`src/include/pin_routing_pkg.sv`:
```
// Register map, field layout, source codes and carriers for serial-port pin routing.
package pin_routing_pkg;

   // ----------------------------------------------------------------
   // Register offsets and reset values
   // ----------------------------------------------------------------
   localparam logic [7:0] SECONDARY_PORT_CLOCK_SELECT = 8'h11;
   localparam logic [7:0] SECONDARY_PORT_DATA_SELECT = 8'h12;
   localparam logic [7:0] DIGITAL_MIC_ROUTING = 8'h13;
   localparam logic [7:0] PIN_POWER_CONTROL_SELECT = 8'h14;
   localparam logic [7:0] PIN_BIAS_CONVERT_SELECT = 8'h15;
   localparam logic [7:0] SERIAL_PORT_ENABLE_DAISY = 8'h18;
   localparam logic [7:0] SERIAL_PORT_LANE_CONFIG = 8'h19;

   localparam logic [7:0] CLOCK_SELECT_RESET = 8'h80;
   localparam logic [7:0] DATA_SELECT_RESET = 8'h00;
   localparam logic [7:0] MIC_ROUTING_RESET = 8'h00;
   localparam logic [7:0] POWER_SELECT_RESET = 8'h00;
   localparam logic [7:0] BIAS_SELECT_RESET = 8'h00;
   localparam logic [7:0] ENABLE_DAISY_RESET = 8'h40;
   localparam logic [7:0] LANE_CONFIG_RESET = 8'h00;

   // Writable bits; reserved bits hold zero and read as zero.
   localparam logic [7:0] CLOCK_SELECT_MASK = 8'hFE;
   localparam logic [7:0] DATA_SELECT_MASK = 8'hFC;
   localparam logic [7:0] BIAS_SELECT_MASK = 8'hF0;
   localparam logic [7:0] LANE_CONFIG_MASK = 8'hF8;
   localparam logic [7:0] FULL_MASK = 8'hFF;

   // ----------------------------------------------------------------
   // Field positions
   // ----------------------------------------------------------------
   localparam int PRIMARY_INPUT_ENABLE_BIT = 7;
   localparam int FSYNC_SRC_LSB = 4;
   localparam int BCLK_SRC_LSB = 1;
   localparam int DIN1_SRC_LSB = 5;
   localparam int DIN2_SRC_LSB = 2;
   localparam int CH1_TYPE_BIT = 7;
   localparam int CH2_TYPE_BIT = 6;
   localparam int PAIR_A_EDGE_BIT = 5;
   localparam int PAIR_B_EDGE_BIT = 4;
   localparam int PAIR_A_PIN_LSB = 2;
   localparam int PAIR_B_PIN_LSB = 0;
   localparam int MIC_OVERRIDE_BIT = 7;
   localparam int DOUT_WITH_DIN_BIT = 6;
   localparam int ADC_PD_PIN_LSB = 4;
   localparam int DAC_PD_PIN_LSB = 2;
   localparam int LIMITER_BIT = 1;
   localparam int ANALOG_FN_BIT = 0;
   localparam int MBIAS_PIN_LSB = 6;
   localparam int CONVST_PIN_LSB = 4;
   localparam int PRIMARY_DISABLE_BIT = 7;
   localparam int SECONDARY_DISABLE_BIT = 6;
   localparam int GANG_BIT = 5;
   localparam int DAISY_MODE_LSB = 3;
   localparam int DAISY_IN_LSB = 0;
   localparam int OUT_LANES_LSB = 6;
   localparam int IN_LANES_LSB = 4;
   localparam int DAISY_DIR_BIT = 3;

   localparam int DAISY_BUFFER_DEPTH = 64;

   // ----------------------------------------------------------------
   // Source codes
   // ----------------------------------------------------------------
   localparam logic [2:0] SRC_OFF = 3'h0;
   localparam logic [2:0] SRC_GENERAL_IO = 3'h1;
   localparam logic [2:0] SRC_AUX_B = 3'h2;
   localparam logic [2:0] SRC_AUX_A = 3'h3;
   localparam logic [2:0] SRC_DATA_OUT_PIN = 3'h4;
   localparam logic [2:0] SRC_PRIMARY = 3'h5;

   localparam logic [1:0] DAISY_OFF = 2'h0;
   localparam logic [1:0] DAISY_PRIMARY = 2'h1;
   localparam logic [1:0] DAISY_SECONDARY = 2'h2;

   // ----------------------------------------------------------------
   // Carriers
   // ----------------------------------------------------------------
   typedef struct packed {
      logic general_io_pin;
      logic aux_input_pin_b;
      logic aux_input_pin_a;
      logic primary_frame_sync;
      logic primary_bit_clock;
      logic primary_data;
      logic data_out_pin;
      logic pdm_clock;
   } pin_bundle_t;

   typedef struct packed {
      logic frame_sync;
      logic bit_clock;
      logic data_in1;
      logic data_in2;
   } secondary_route_t;

   typedef struct packed {
      logic adc_powerdown;
      logic dac_powerdown;
      logic mic_bias_enable;
      logic aux_converter_start;
      logic limiter_function;
      logic general_analog_function;
   } pin_control_t;

   typedef struct packed {
      logic primary_active;
      logic secondary_active;
      logic secondary_follows_primary;
      logic [1:0] daisy_mode;
      logic daisy_data;
      logic daisy_on_input;
      logic [1:0] output_lane_config;
      logic [1:0] input_lane_config;
   } port_config_t;

endpackage

```
`src/serial_port_pin_routing.sv`:
```
// Register file and pin routing for the stereo codec's audio serial ports.
//
// Contract
// - Bit 7 of 0x11 enables primary data input; resets enabled.
// - Bits 6-4 pick secondary frame sync source; 4, 6, 7 reserved.
// - Bits 3-1 pick secondary bit clock source, same codes.
// - Bits 7-5 of 0x12 pick secondary first data input source.
// - Bits 4-2 pick secondary second data input, same codes.
// - Bits 7, 6 choose analog or PDM source for record channels 1, 2.
// - Bit 5 chooses latching edges for PDM channels 1 and 2.
// - Bit 4 chooses latching edges for PDM channels 3 and 4.
// - Two-bit fields pick the PDM data pin for each channel pair.
// - Override makes an aux A PDM selection use the data input pin.
// - Bit 6 lets the data-output pin also serve as data input.
// - Selected pin or register bit powers down the ADC.
// - Selected pin or register bit powers down the DAC.
// - Bits 1, 0 give limiter and analog functions to general I/O.
// - Bits 7-6 of 0x15 pick the mic bias enable pin.
// - Bits 5-4 pick the pin starting an aux converter conversion.
// - Bits 7, 6 of 0x18 disable the ports; secondary off at reset.
// - Ganging bit makes secondary port use primary configuration.
// - Daisy field selects off, primary or secondary chain; 3 reserved.
// - Bits 2-0 pick the daisy chain input; 4, 6, 7 reserved.
// - Bits 7-6 of 0x19 set data output lanes; 3 reserved.
// - Bits 5-4 set data input lanes; bit 3 sets daisy direction.
`timescale 1ns/1ps

module serial_port_pin_routing
   import pin_routing_pkg::*;
(
   input wire logic mclk,
   input wire logic srst,
   input wire logic clk_en,
   input wire logic reg_wr,
   input wire logic reg_rd,
   input wire logic [7:0] reg_addr,
   input wire logic [7:0] reg_wdata,
   output logic [7:0] reg_rdata,
   input wire pin_bundle_t pins,
   input wire logic adc_power_register_bit,
   input wire logic dac_power_register_bit,
   output logic primary_data_routed,
   output logic data_out_bidir,
   output secondary_route_t secondary_route,
   output logic [1:0] record_source_type,
   output logic [3:0] mic_channel_data,
   output pin_control_t pin_control,
   output port_config_t port_config
);

   // ----------------------------------------------------------------
   // Register file
   // ----------------------------------------------------------------
   logic [7:0] clock_select;
   logic [7:0] data_select;
   logic [7:0] mic_routing;
   logic [7:0] power_select;
   logic [7:0] bias_select;
   logic [7:0] enable_daisy;
   logic [7:0] lane_config;

   always_ff @(posedge mclk)
   begin
      if (srst)
      begin
         clock_select <= CLOCK_SELECT_RESET;
         data_select <= DATA_SELECT_RESET;
         mic_routing <= MIC_ROUTING_RESET;
         power_select <= POWER_SELECT_RESET;
         bias_select <= BIAS_SELECT_RESET;
         enable_daisy <= ENABLE_DAISY_RESET;
         lane_config <= LANE_CONFIG_RESET;
      end
      else if (clk_en && reg_wr)
      begin
         case (reg_addr)
            SECONDARY_PORT_CLOCK_SELECT: clock_select <= reg_wdata & CLOCK_SELECT_MASK;
            SECONDARY_PORT_DATA_SELECT: data_select <= reg_wdata & DATA_SELECT_MASK;
            DIGITAL_MIC_ROUTING: mic_routing <= reg_wdata & FULL_MASK;
            PIN_POWER_CONTROL_SELECT: power_select <= reg_wdata & FULL_MASK;
            PIN_BIAS_CONVERT_SELECT: bias_select <= reg_wdata & BIAS_SELECT_MASK;
            SERIAL_PORT_ENABLE_DAISY: enable_daisy <= reg_wdata & FULL_MASK;
            SERIAL_PORT_LANE_CONFIG: lane_config <= reg_wdata & LANE_CONFIG_MASK;
            default:
            begin
            end
         endcase
      end
   end

   // Unmapped offsets read as zero.
   always_ff @(posedge mclk)
   begin
      if (srst)
         reg_rdata <= 8'h00;
      else if (clk_en && reg_rd)
      begin
         case (reg_addr)
            SECONDARY_PORT_CLOCK_SELECT: reg_rdata <= clock_select;
            SECONDARY_PORT_DATA_SELECT: reg_rdata <= data_select;
            DIGITAL_MIC_ROUTING: reg_rdata <= mic_routing;
            PIN_POWER_CONTROL_SELECT: reg_rdata <= power_select;
            PIN_BIAS_CONVERT_SELECT: reg_rdata <= bias_select;
            SERIAL_PORT_ENABLE_DAISY: reg_rdata <= enable_daisy;
            SERIAL_PORT_LANE_CONFIG: reg_rdata <= lane_config;
            default: reg_rdata <= 8'h00;
         endcase
      end
   end

   // ----------------------------------------------------------------
   // Pin synchronisers
   // ----------------------------------------------------------------
   localparam int PIN_COUNT = $bits(pin_bundle_t);
   logic [PIN_COUNT-1:0] pin_meta;
   logic [PIN_COUNT-1:0] pin_sync_bits;
   pin_bundle_t pin_sync;

   generate
      for (genvar i = 0; i < PIN_COUNT; i++)
      begin : g_sync
         always_ff @(posedge mclk)
         begin
            if (srst)
            begin
               pin_meta[i] <= 1'b0;
               pin_sync_bits[i] <= 1'b0;
            end
            else if (clk_en)
            begin
               pin_meta[i] <= pins[i];
               pin_sync_bits[i] <= pin_meta[i];
            end
         end
      end
   endgenerate

   assign pin_sync = pin_bundle_t'(pin_sync_bits);

   // ----------------------------------------------------------------
   // Source selection
   // ----------------------------------------------------------------
   // Codes 6 and 7 fall to the default and route nothing; where code 4 is reserved the caller passes zero for code4.
   function automatic logic pick_source(input logic [2:0] code, input pin_bundle_t p,
                                        input logic code4, input logic code5);
      case (code)
         SRC_GENERAL_IO: pick_source = p.general_io_pin;
         SRC_AUX_B: pick_source = p.aux_input_pin_b;
         SRC_AUX_A: pick_source = p.aux_input_pin_a;
         SRC_DATA_OUT_PIN: pick_source = code4;
         SRC_PRIMARY: pick_source = code5;
         default: pick_source = 1'b0;
      endcase
   endfunction

   logic primary_input_enable;
   logic [2:0] secondary_frame_sync_source;
   logic [2:0] secondary_bit_clock_source;
   logic [2:0] secondary_input_source;
   logic [2:0] secondary_second_input_source;
   logic [1:0] mic_pair_a_pin;
   logic [1:0] mic_pair_b_pin;
   logic mic_pin_override;
   logic [1:0] adc_powerdown_pin;
   logic [1:0] dac_powerdown_pin;
   logic [1:0] mic_bias_enable_pin;
   logic [1:0] aux_converter_start_pin;
   logic [1:0] daisy_mode;
   logic [2:0] daisy_input_source;
   logic primary_data_source;

   assign primary_input_enable = clock_select[PRIMARY_INPUT_ENABLE_BIT];
   assign secondary_frame_sync_source = clock_select[FSYNC_SRC_LSB +: 3];
   assign secondary_bit_clock_source = clock_select[BCLK_SRC_LSB +: 3];
   assign secondary_input_source = data_select[DIN1_SRC_LSB +: 3];
   assign secondary_second_input_source = data_select[DIN2_SRC_LSB +: 3];
   assign mic_pair_a_pin = mic_routing[PAIR_A_PIN_LSB +: 2];
   assign mic_pair_b_pin = mic_routing[PAIR_B_PIN_LSB +: 2];
   assign mic_pin_override = power_select[MIC_OVERRIDE_BIT];
   assign adc_powerdown_pin = power_select[ADC_PD_PIN_LSB +: 2];
   assign dac_powerdown_pin = power_select[DAC_PD_PIN_LSB +: 2];
   assign mic_bias_enable_pin = bias_select[MBIAS_PIN_LSB +: 2];
   assign aux_converter_start_pin = bias_select[CONVST_PIN_LSB +: 2];
   assign daisy_mode = enable_daisy[DAISY_MODE_LSB +: 2];
   assign daisy_input_source = enable_daisy[DAISY_IN_LSB +: 3];

   // shared data pin
   // With the shared mode on, the data-output pin carries the serial input too.
   assign primary_data_source = power_select[DOUT_WITH_DIN_BIT] ? pins_dout_or_data() :
                                pin_sync.primary_data;

   function automatic logic pins_dout_or_data();
      pins_dout_or_data = pin_sync.data_out_pin;
   endfunction

   always_ff @(posedge mclk)
   begin
      if (srst)
      begin
         primary_data_routed <= 1'b0;
         data_out_bidir <= 1'b0;
      end
      else if (clk_en)
      begin
         primary_data_routed <= primary_input_enable & primary_data_source;
         data_out_bidir <= power_select[DOUT_WITH_DIN_BIT];
      end
   end

   // ----------------------------------------------------------------
   // Secondary port routing
   // ----------------------------------------------------------------
   always_ff @(posedge mclk)
   begin
      if (srst)
         secondary_route <= '0;
      else if (clk_en)
      begin
         secondary_route.frame_sync <= pick_source(secondary_frame_sync_source, pin_sync,
                                                   1'b0, pin_sync.primary_frame_sync);
         secondary_route.bit_clock <= pick_source(secondary_bit_clock_source, pin_sync,
                                                  1'b0, pin_sync.primary_bit_clock);
         secondary_route.data_in1 <= pick_source(secondary_input_source, pin_sync,
                                                 pin_sync.data_out_pin, primary_data_source);
         secondary_route.data_in2 <= pick_source(secondary_second_input_source, pin_sync,
                                                 pin_sync.data_out_pin, primary_data_source);
      end
   end

   // ----------------------------------------------------------------
   // PDM microphone capture
   // ----------------------------------------------------------------
   logic pdm_clock_prev;
   logic pdm_rise;
   logic pdm_fall;
   logic pair_a_data;
   logic pair_b_data;

   always_ff @(posedge mclk)
   begin
      if (srst)
         pdm_clock_prev <= 1'b0;
      else if (clk_en)
         pdm_clock_prev <= pin_sync.pdm_clock;
   end

   assign pdm_rise = pin_sync.pdm_clock & ~pdm_clock_prev;
   assign pdm_fall = ~pin_sync.pdm_clock & pdm_clock_prev;

   // aux override
   // The override only redirects an aux A choice; other codes are untouched.
   assign pair_a_data = (mic_pin_override && {1'b0, mic_pair_a_pin} == SRC_AUX_A) ?
                        pin_sync.primary_data :
                        pick_source({1'b0, mic_pair_a_pin}, pin_sync, 1'b0, 1'b0);
   assign pair_b_data = (mic_pin_override && {1'b0, mic_pair_b_pin} == SRC_AUX_A) ?
                        pin_sync.primary_data :
                        pick_source({1'b0, mic_pair_b_pin}, pin_sync, 1'b0, 1'b0);

   always_ff @(posedge mclk)
   begin
      if (srst)
         mic_channel_data <= 4'h0;
      else if (clk_en)
      begin
         if (mic_routing[PAIR_A_EDGE_BIT] ? pdm_rise : pdm_fall)
            mic_channel_data[0] <= pair_a_data;
         if (mic_routing[PAIR_A_EDGE_BIT] ? pdm_fall : pdm_rise)
            mic_channel_data[1] <= pair_a_data;
         if (mic_routing[PAIR_B_EDGE_BIT] ? pdm_rise : pdm_fall)
            mic_channel_data[2] <= pair_b_data;
         if (mic_routing[PAIR_B_EDGE_BIT] ? pdm_fall : pdm_rise)
            mic_channel_data[3] <= pair_b_data;
      end
   end

   always_ff @(posedge mclk)
   begin
      if (srst)
         record_source_type <= 2'h0;
      else if (clk_en)
         record_source_type <= {mic_routing[CH2_TYPE_BIT], mic_routing[CH1_TYPE_BIT]};
   end

   // ----------------------------------------------------------------
   // Pin-driven controls
   // ----------------------------------------------------------------
   logic convert_pin;
   logic convert_pin_prev;

   assign convert_pin = pick_source({1'b0, aux_converter_start_pin}, pin_sync, 1'b0, 1'b0);

   always_ff @(posedge mclk)
   begin
      if (srst)
      begin
         pin_control <= '0;
         convert_pin_prev <= 1'b0;
      end
      else if (clk_en)
      begin
         // ADC power down
         // The register bit is active-low power down: zero requests it.
         pin_control.adc_powerdown <= ~adc_power_register_bit |
            pick_source({1'b0, adc_powerdown_pin}, pin_sync, 1'b0, 1'b0);
         pin_control.dac_powerdown <= ~dac_power_register_bit |
            pick_source({1'b0, dac_powerdown_pin}, pin_sync, 1'b0, 1'b0);
         pin_control.mic_bias_enable <= pick_source({1'b0, mic_bias_enable_pin}, pin_sync,
                                                    1'b0, 1'b0);
         // conversion start pulse
         // A held pin starts one conversion, so only its rising edge counts.
         convert_pin_prev <= convert_pin;
         pin_control.aux_converter_start <= convert_pin & ~convert_pin_prev;
         pin_control.limiter_function <= power_select[LIMITER_BIT] & pin_sync.general_io_pin;
         pin_control.general_analog_function <= power_select[ANALOG_FN_BIT] &
                                                 pin_sync.general_io_pin;
      end
   end

   // ----------------------------------------------------------------
   // Port enables, daisy chain and lanes
   // ----------------------------------------------------------------
   always_ff @(posedge mclk)
   begin
      if (srst)
         port_config <= '0;
      else if (clk_en)
      begin
         // daisy mode
         // A daisy chain on one port takes the other one out of service.
         port_config.primary_active <= ~enable_daisy[PRIMARY_DISABLE_BIT] &
                                       (daisy_mode != DAISY_SECONDARY);
         port_config.secondary_active <= ~enable_daisy[SECONDARY_DISABLE_BIT] &
                                         (daisy_mode != DAISY_PRIMARY);
         port_config.daisy_mode <= (daisy_mode == DAISY_PRIMARY ||
                                    daisy_mode == DAISY_SECONDARY) ? daisy_mode : DAISY_OFF;
         port_config.secondary_follows_primary <= enable_daisy[GANG_BIT];
         port_config.daisy_data <= pick_source(daisy_input_source, pin_sync, 1'b0,
                                               pin_sync.primary_data);
         port_config.output_lane_config <= lane_config[OUT_LANES_LSB +: 2];
         port_config.input_lane_config <= lane_config[IN_LANES_LSB +: 2];
         port_config.daisy_on_input <= lane_config[DAISY_DIR_BIT];
      end
   end
endmodule

```
`config.mk`:
```
export PLATFORM = sky130hd
export DESIGN_NAME = serial_port_pin_routing
export DESIGN_NICKNAME = d
export VERILOG_FILES = /design/src/include/pin_routing_pkg.sv /design/src/serial_port_pin_routing.sv
export SDC_FILE = /design/constraint.sdc
export NUM_CORES = 1
export LEC_CHECK = 0
export BUFFER_PORTS_ARGS = -buffer_cell sky130_fd_sc_hd__buf_2
export CORE_MARGIN = 1.5
export CORE_UTILIZATION = 25
export CTS_CLUSTER_DIAMETER = 100
export DETAILED_ROUTE_END_ITERATION = 7
export PLACE_DENSITY = 0.46
export SLEW_MARGIN = 20
export SYNTH_ARGS = -nofsm -noshare
export SYNTH_HDL_FRONTEND = slang
export SYNTH_SLANG_ARGS = --single-unit
```
`constraint.sdc`:
```
create_clock -name mclk -period 6.6 [get_ports mclk]
set_input_delay 1.98 -clock mclk [delete_from_list [all_inputs] [get_ports mclk]]
set_output_delay 1.98 -clock mclk [all_outputs]
set_load 0.01 [all_outputs]
```
# Yosys cells after proc, flatten, opt, wreduce, memory -nomap -nowiden
# Index checks and enable logic that the tools add are counted.
# word_totals
regBits,101
inputBits,31
out_inout_bits,37
elab_cells,159
# op_classes
n_eq_ne,51
mux,24
bitwise,17
n_reduce_logical,16
# op_table
cell,count
"equality test 8 x 5 -> 1 bit, second input constant",7
case mux 8 bit (7 select lines),1
"equality test 3 x 2 -> 1 bit, second input constant",10
"equality test 2 bit, second input constant",13
AND reduction 2 bit,11
"equality test 3 bit, second input constant",7
case mux 1 bit (3 select lines),6
"equality test 3 x 1 -> 1 bit, second input constant",5
"equality test 2 x 1 -> 1 bit, second input constant",7
case mux 1 bit (4 select lines),3
two-way mux 1 bit,11
case mux 1 bit (5 select lines),2
AND 1 bit,8
inverter 1 bit,7
logical AND 1 bit,4
two-way mux 2 bit,1
"!= test 2 x 1 -> 1 bit, second input constant",1
"!= test 2 bit, second input constant",1
bitwise OR 1 bit,2
logical OR 1 bit,1

# Logic depth before layout (Yosys ltp)
# Gate-level depths: netlist of run 1.
# logic_depth
depth_word,5
ltp_mapped,6
ltp_nobuf,4

# Worst setup path after synthesis of run 1
# Ideal clock, no wire load.
# synth_path
kind,in2reg
startpoint,input reg_addr[5]
endpoint,register clock_select[7]
setup_time_ns,0.120
t_arrival_ns,3.544
required_time_ns,6.480
slack_ns,2.937
stages,5
path_buffers,1
path_cell_list,or4b_1 -> buf_2 -> nor4_4 -> nor2b_1 -> a211o_1
# synth_via
elab_chain_len,2
# synth_rtl
item,line_no,rtl
"start, declared",serial_port_pin_routing.sv:36,"input wire logic [7:0] reg_addr,"
equality test 8 x 5 -> 1 bit,serial_port_pin_routing.sv:76,case (reg_addr)
AND reduction 2 bit (no line),--,
"end signal, assigned",serial_port_pin_routing.sv:77,SECONDARY_PORT_CLOCK_SELECT: clock_select <= reg_wdata & CLOCK_SELECT_MASK;
"end, declared",serial_port_pin_routing.sv:54,logic [7:0] clock_select;
# No other way between the ends.
# A chain may end at the register's enable or synchronous reset.

# Final worst setup path of run 1
# layout_path
startpoint,input reg_addr[3]
endpoint,register enable_daisy[6]
# layout_via
elab_chain_len,2
# layout_rtl
item,line_no,rtl
equality test 8 x 5 -> 1 bit,serial_port_pin_routing.sv:76,
AND reduction 2 bit (no line),--,
"end signal, assigned",serial_port_pin_routing.sv:82,SERIAL_PORT_ENABLE_DAISY: enable_daisy <= reg_wdata & FULL_MASK;
"end, declared",serial_port_pin_routing.sv:59,logic [7:0] enable_daisy;
# No other way between the ends.

==> metrics.yaml, run 1 <==
status: "completed"
cts_tree: "built"
p_sw_share_pct: 24.38
fin_crit_sh_pct: 59.79
start_util_pct: 25.49
rsz0062_at_grt: "false"
internal-power_mw: 0.9389
yosys_warnings: 0
synthAdderAreaFrac_pct: 0
muxShareOfSynthArea_pct: 20.76
yosysTopAreaCellShare_pct: 44.31
dp_slack_ns: 2.310
maxSlewHeadroom_pct: 29.89
setup_violations: 0
power_frac_seq_pct: 50.1
antenna_found_initial: 0
fin_worst_skew_ns: 0.008613
synth_edf_count: 0
synth_cells: 491
detail_route.wl_per_cell_microns: 16.71
endpoint_kind: "register"
syn_nets: 522
clockBufferDepth: 2
final_common_cell: "dfxtp_1"
tns_ns: 0
cts.repair.resized: 0
route.vias.total: 3643
synth_compound_gate_area_share_pct: 12.91
port-buffer-count: 67
viasPerCell: 4.713
final_area_sq_um: 5378
area_growth_pct: 17.85
path_clk_slew_ns: 0.07
p_per_area_nw_per_um2: 230.9
clock_latency_ns: 0.35
crit_path_max_fanout: 17
final_nets: 570
grt_usage_pct: 13.61
hp-class: "register to register"
power_frac_comb_pct: 6.1
gp_congestion: 0.8243
max_freq_ghz: 0.2534
leakagePower_nw: 2.162
drive_above_1_share_pct: 17.28
synth_top_cell_by_area: "dfxtp_1"
dp_hpwl_mm: 9.175
critical_path_required_ns: 6.84
ant_nets: 0
rows: 49
grt_pass1_vias: 3544
grt_max_degree: 96
drt-pass1-iter-count: 4
tightest_slew_ns: 1.052
ys_ff_latch: 101
ys_types: 42
hold_viol: 0
fp.dieArea_sq_um: 19070
grt_overflow: 0
synthArstFlopShare_pct: 0
cts_buffers: 9
synth_top_family_by_area: "multiplexers"
synthFlopType: "dfxtp_1"
avgSynthCellArea_sq_um: 9.294
maxCapViolCount: 0
htree_levels: 3
drc: 0
post-route-util_pct: 30.04
netlist_area_sq_um: 4563
slew_violations: 0
switchingPower_mw: 0.3027
startpoint_type: "input port"
worst_ep_arrival_time_ns: 4.19
synth-simple-area-share_pct: 18.62
die-width_microns: 138.1
placed_area_sq_um: 5079
final_cell_mix: "101 x dfxtp_1, 97 x nor2_1, 89 x mux2i_1"
fin_ws_ns: 2.654
antenna_cells: 0
clkPwrFrac_pct: 43.8
min_period_ns: 3.946
wl_mm: 12.91
synthXorXnorAreaFrac_pct: 0
grt_pass1_wl_mm: 20.49
cts-root-buf: "clkbuf_16"
cts_hold_buffers: 0
seq_area_frac_synth_pct: 44.31
core_sq_um: 17900
cts_sinks: 101
pin_count: 68
die_h_microns: 138.1
synth.area.top_cells: "dfxtp_1 44%, mux2i_1 20%, nor2_1 8.0%, a21oi_1 3.2%, a22o_1 2.1%"
crit_type: "input port to register"
cts_setup_buffers: 0
drtIter0Drc: 239
max-vdd-ir-drop_mv: 0.1177
[per-stage QoR]
| step | hold slack (ns) | cells | power [mW] |
|---|---|---|---|
| after floorplan | 0.4509 | 491 | 0.6822 |
| after global placement | 0.4471 | 757 | 0.7115 |
| after detailed placement | 0.4480 | 757 | 0.7123 |
| after CTS | 0.4649 | 773 | 1.252 |
| after global routing | 0.4788 | 773 | 1.288 |
| final | 0.4579 | 773 | 1.242 |
[area by class of cell]
type                    count  area, sq um
repair buffers             69        350.3
flip-flops and latches    101         2022
clock buffers              10        229.0
well taps                 229        286.5
clock inverters             6        70.07
inverters                   9        33.78
fillers                  1936        12520
multi-input cells         349         2386
[cell families (layout without fill, tap and decap cells)]
| kind of cell | Yosys count | count (layout) |
|---|---|---|
| muxes | 94 | 94 |
| and+or+nand+nor | 168 | 168 |
| AOI/OAI and AO/OA | 87 | 87 |
| buffers and inverters | 41 | 94 |
| DFF | 101 | 101 |
[synthesized netlist by cell type (9+ instances only)]
cell / n
dfxtp_1: 101
inv_1: 9
mux2i_1: 89
a21oi_1: 29
nor2_1: 97
clkbuf_1: 25
nor2b_1: 10
o21ai_0: 10
a22o_1: 11
nand2b_1: 14
nand2_1: 14
nand3b_1: 12
[power groups by stage]
stage / clock [mW] / combinational [mW] / sequential, mW
after floorplan: 0 / 0.0484 / 0.634
after global placement: 0 / 0.0747 / 0.637
after detailed placement: 0 / 0.0755 / 0.637
after CTS: 0.554 / 0.0758 / 0.622
after global routing: 0.583 / 0.0819 / 0.623
final: 0.544 / 0.0753 / 0.622
[worst max-delay path, cell delays in order]
cell and delay [ns]:
buf_2 0.25, nor2b_1 0.65, nand4_1 0.80, a211o_1 0.50
[worst paths after layout]
check	start	end	slack, ns	cells past startpoint
max	reg_addr[3]	enable_daisy[6]	2.65	4
min	reg_rdata[0]	reg_rdata[0]	0.46	2
max reg2reg	pin_sync[7]	mic_channel_data[3]	5.07	4
min reg2reg	reg_rdata[0]	reg_rdata[0]	0.46	2
[state kept, by name (all words and copies together) (netlist names), 4 cells and up]
register          cells
mic_channel_data      4
port_config          11
pin_meta              8
data_select           6
pin_sync              8
lane_config           5
mic_routing           8
enable_daisy          8
bias_select           4
pin_control           6
reg_rdata             8
power_select          8
secondary_route       4
clock_select          7
[layer usage]
| layer | routed length [microns] | global-route usage, % | up-vias |
|---|---|---|---|
| met3 | 400 | 2.632 | 14 |
| met4 | 199 | 4.377 | 0 |
| met5 | 0 | 0 | - |
| met1 | 6440 | 18.78 | 1722 |
| li1 | - | - | 1837 |
| met2 | 5873 | 21.39 | 70 |
(Power assumes the default switching activity.)
==> run 2, diff against run 1 <==
clock period = 3.9 ns   (was 6.6 ns; I/O delays follow)
==> run 2 against run 1 <==
  * Utilization increased by 0.22 points
  * Largest power group unchanged
  * Clock skew fell by 0.0023 ns
  * Non-clock buffer count is 5 higher
  * Flip-flop and latch count is the same
  * Combinational power is 73% higher
  * Register-to-register slack got worse by 2.7 ns
  * Sequential share of layout area down 0.27 points
  * Power rose by 69%
  * Clock power grew 69%
==> metrics.yaml, run 2 (synthesis results as in run 1) <==
drive_above_1_share_pct: 18.03
clock_latency_ns: 0.35
largest_register_ffs: 11
maxSlewHeadroom_pct: 46.95
grt_pass1_vias: 3634
leakagePower_nw: 2.200
power_frac_seq_pct: 50.1
hp-class: "register to register"
antenna_cells: 0
grt_max_degree: 73
switchingPower_mw: 0.4979
clockBufferDepth: 2
path_clk_slew_ns: 0.07
worst_ep_arrival_time_ns: 3.12
core_sq_um: 17900
crit_family: "simple AND/OR/NAND/NOR gates"
internal-power_mw: 1.606
p_per_area_nw_per_um2: 388.5
fin_worst_skew_ns: 0.006310
grt_pass1_wl_mm: 21.07
power_frac_comb_pct: 6.2
viasPerCell: 4.733
drtIter0Drc: 281
cts_sinks: 101
crit_type: "input port to register"
hold_viol: 0
dp_hpwl_mm: 9.411
cts.repair.resized: 0
detail_route.wl_per_cell_microns: 16.91
final_cell_mix: "101 x dfxtp_1, 97 x nor2_1, 89 x mux2i_1"
critPathBufInv: 1
cts_buffers: 9
pin_count: 68
clkPwrFrac_pct: 43.8
area_growth_pct: 18.70
critPathSlowestCell: "nor4_4"
slowest_delay_ns: 0.76
slew_violations: 0
fin_crit_sh_pct: 73.66
port-buffer-count: 67
die_h_microns: 138.1
gp_congestion: 0.8224
rows: 49
cts_tree: "built"
drc: 0
path_cells: "buf_2, or4b_1, nor4_4, nor2b_1, a211o_1"
startpoint_type: "input port"
cts-root-buf: "clkbuf_16"
start_util_pct: 25.49
fp.dieArea_sq_um: 19070
final_common_cell: "dfxtp_1"
critical_path_required_ns: 4.14
tightest_slew_ns: 0.7898
route.vias.total: 3682
min_period_ns: 2.873
max-vdd-ir-drop_mv: 0.1892
ant_nets: 0
regMostFlops: "port_config"
grt_overflow: 0
grt_usage_pct: 14.14
post-route-util_pct: 30.26
rsz0062_at_grt: "false"
tns_ns: 0
die-width_microns: 138.1
max_freq_ghz: 0.3481
p_sw_share_pct: 23.66
antenna_found_initial: 0
crit_path_max_fanout: 8
drt-pass1-iter-count: 4
maxCapViolCount: 0
setup_violations: 0
final_nets: 575
endpoint_kind: "register"
cts_setup_buffers: 0
cts_hold_buffers: 0
htree_levels: 3
wl_mm: 13.15
status: "completed"
==> run 2: cell count changes in the layout (fill, tap and decap cells not counted), sizes merged <==
cell / previous run / this run
clkinv: 0 / 2
clkbuf: 10 / 11
clkinvlp: 3 / 0
buf: 69 / 74
==> run 2: worst reg2reg max path, delay by kind of cell, from the launching register on <==
family / cells / cell delay [ns]
muxes: 2 / 0.48
DFF: 1 / 0.72
AOI/OAI and AO/OA: 1 / 0.15
and+or+nand+nor: 1 / 0.12
==> run 2: worst paths after layout <==
path                      from               to  slack (ns)  cells after the start
setup / recovery   reg_addr[5]  clock_select[7]        1.03                      5
hold / removal    reg_rdata[3]     reg_rdata[3]        0.45                      2
setup reg to reg   pin_sync[7]   pin_control[2]        2.36                      4
hold reg to reg   reg_rdata[3]     reg_rdata[3]        0.45                      2
==> run 2: cell type report <==
cell class	instances	area (sq um)
tap	229	286.5
clock inverter	5	57.56
inverter	9	33.78
clock buffer	11	242.7
sequential	101	2022
multi-input combinational	349	2386
fill	1900	12490
timing repair buffer	74	387.9
==> run 2: power by group through the flow <==
stage          clock network [mW]  logic, mW  registers [mW]
2_1_floorplan                   0     0.0819            1.07
3_3_place_gp                    0      0.129            1.08
3_5_place_dp                    0      0.130            1.08
4_1_cts                     0.956      0.130            1.05
5_1_grt                     0.998      0.142            1.05
6_report                    0.921      0.130            1.05
==> run 2: routing by layer <==
layer | vias to the layer above | routed length [microns] | track usage, % | part of all wire (%)
met4 | 0 | 238 | 5.928 | 1.8
met3 | 17 | 571 | 3.291 | 4.3
met1 | 1732 | 6325 | 18.79 | 48
met2 | 81 | 6018 | 22.05 | 46
met5 | - | 0 | 0 | 0
li1 | 1852 | - | - | -
==> run 2: stage by stage <==
stage / hold WS, ns / instances / instance area, sq um / total power [mW] / setup WS [ns]
after global placement: 0.4373 / 762 / 5116 / 1.207 / 0.6994
after floorplan: 0.4509 / 491 / 4563 / 1.154 / 1.047
final: 0.4527 / 778 / 5416 / 2.104 / 1.027
after global routing: 0.4816 / 778 / 5416 / 2.195 / 0.8091
after detailed placement: 0.4438 / 762 / 5116 / 1.208 / 0.6514
after CTS: 0.4604 / 778 / 5416 / 2.139 / 1.009
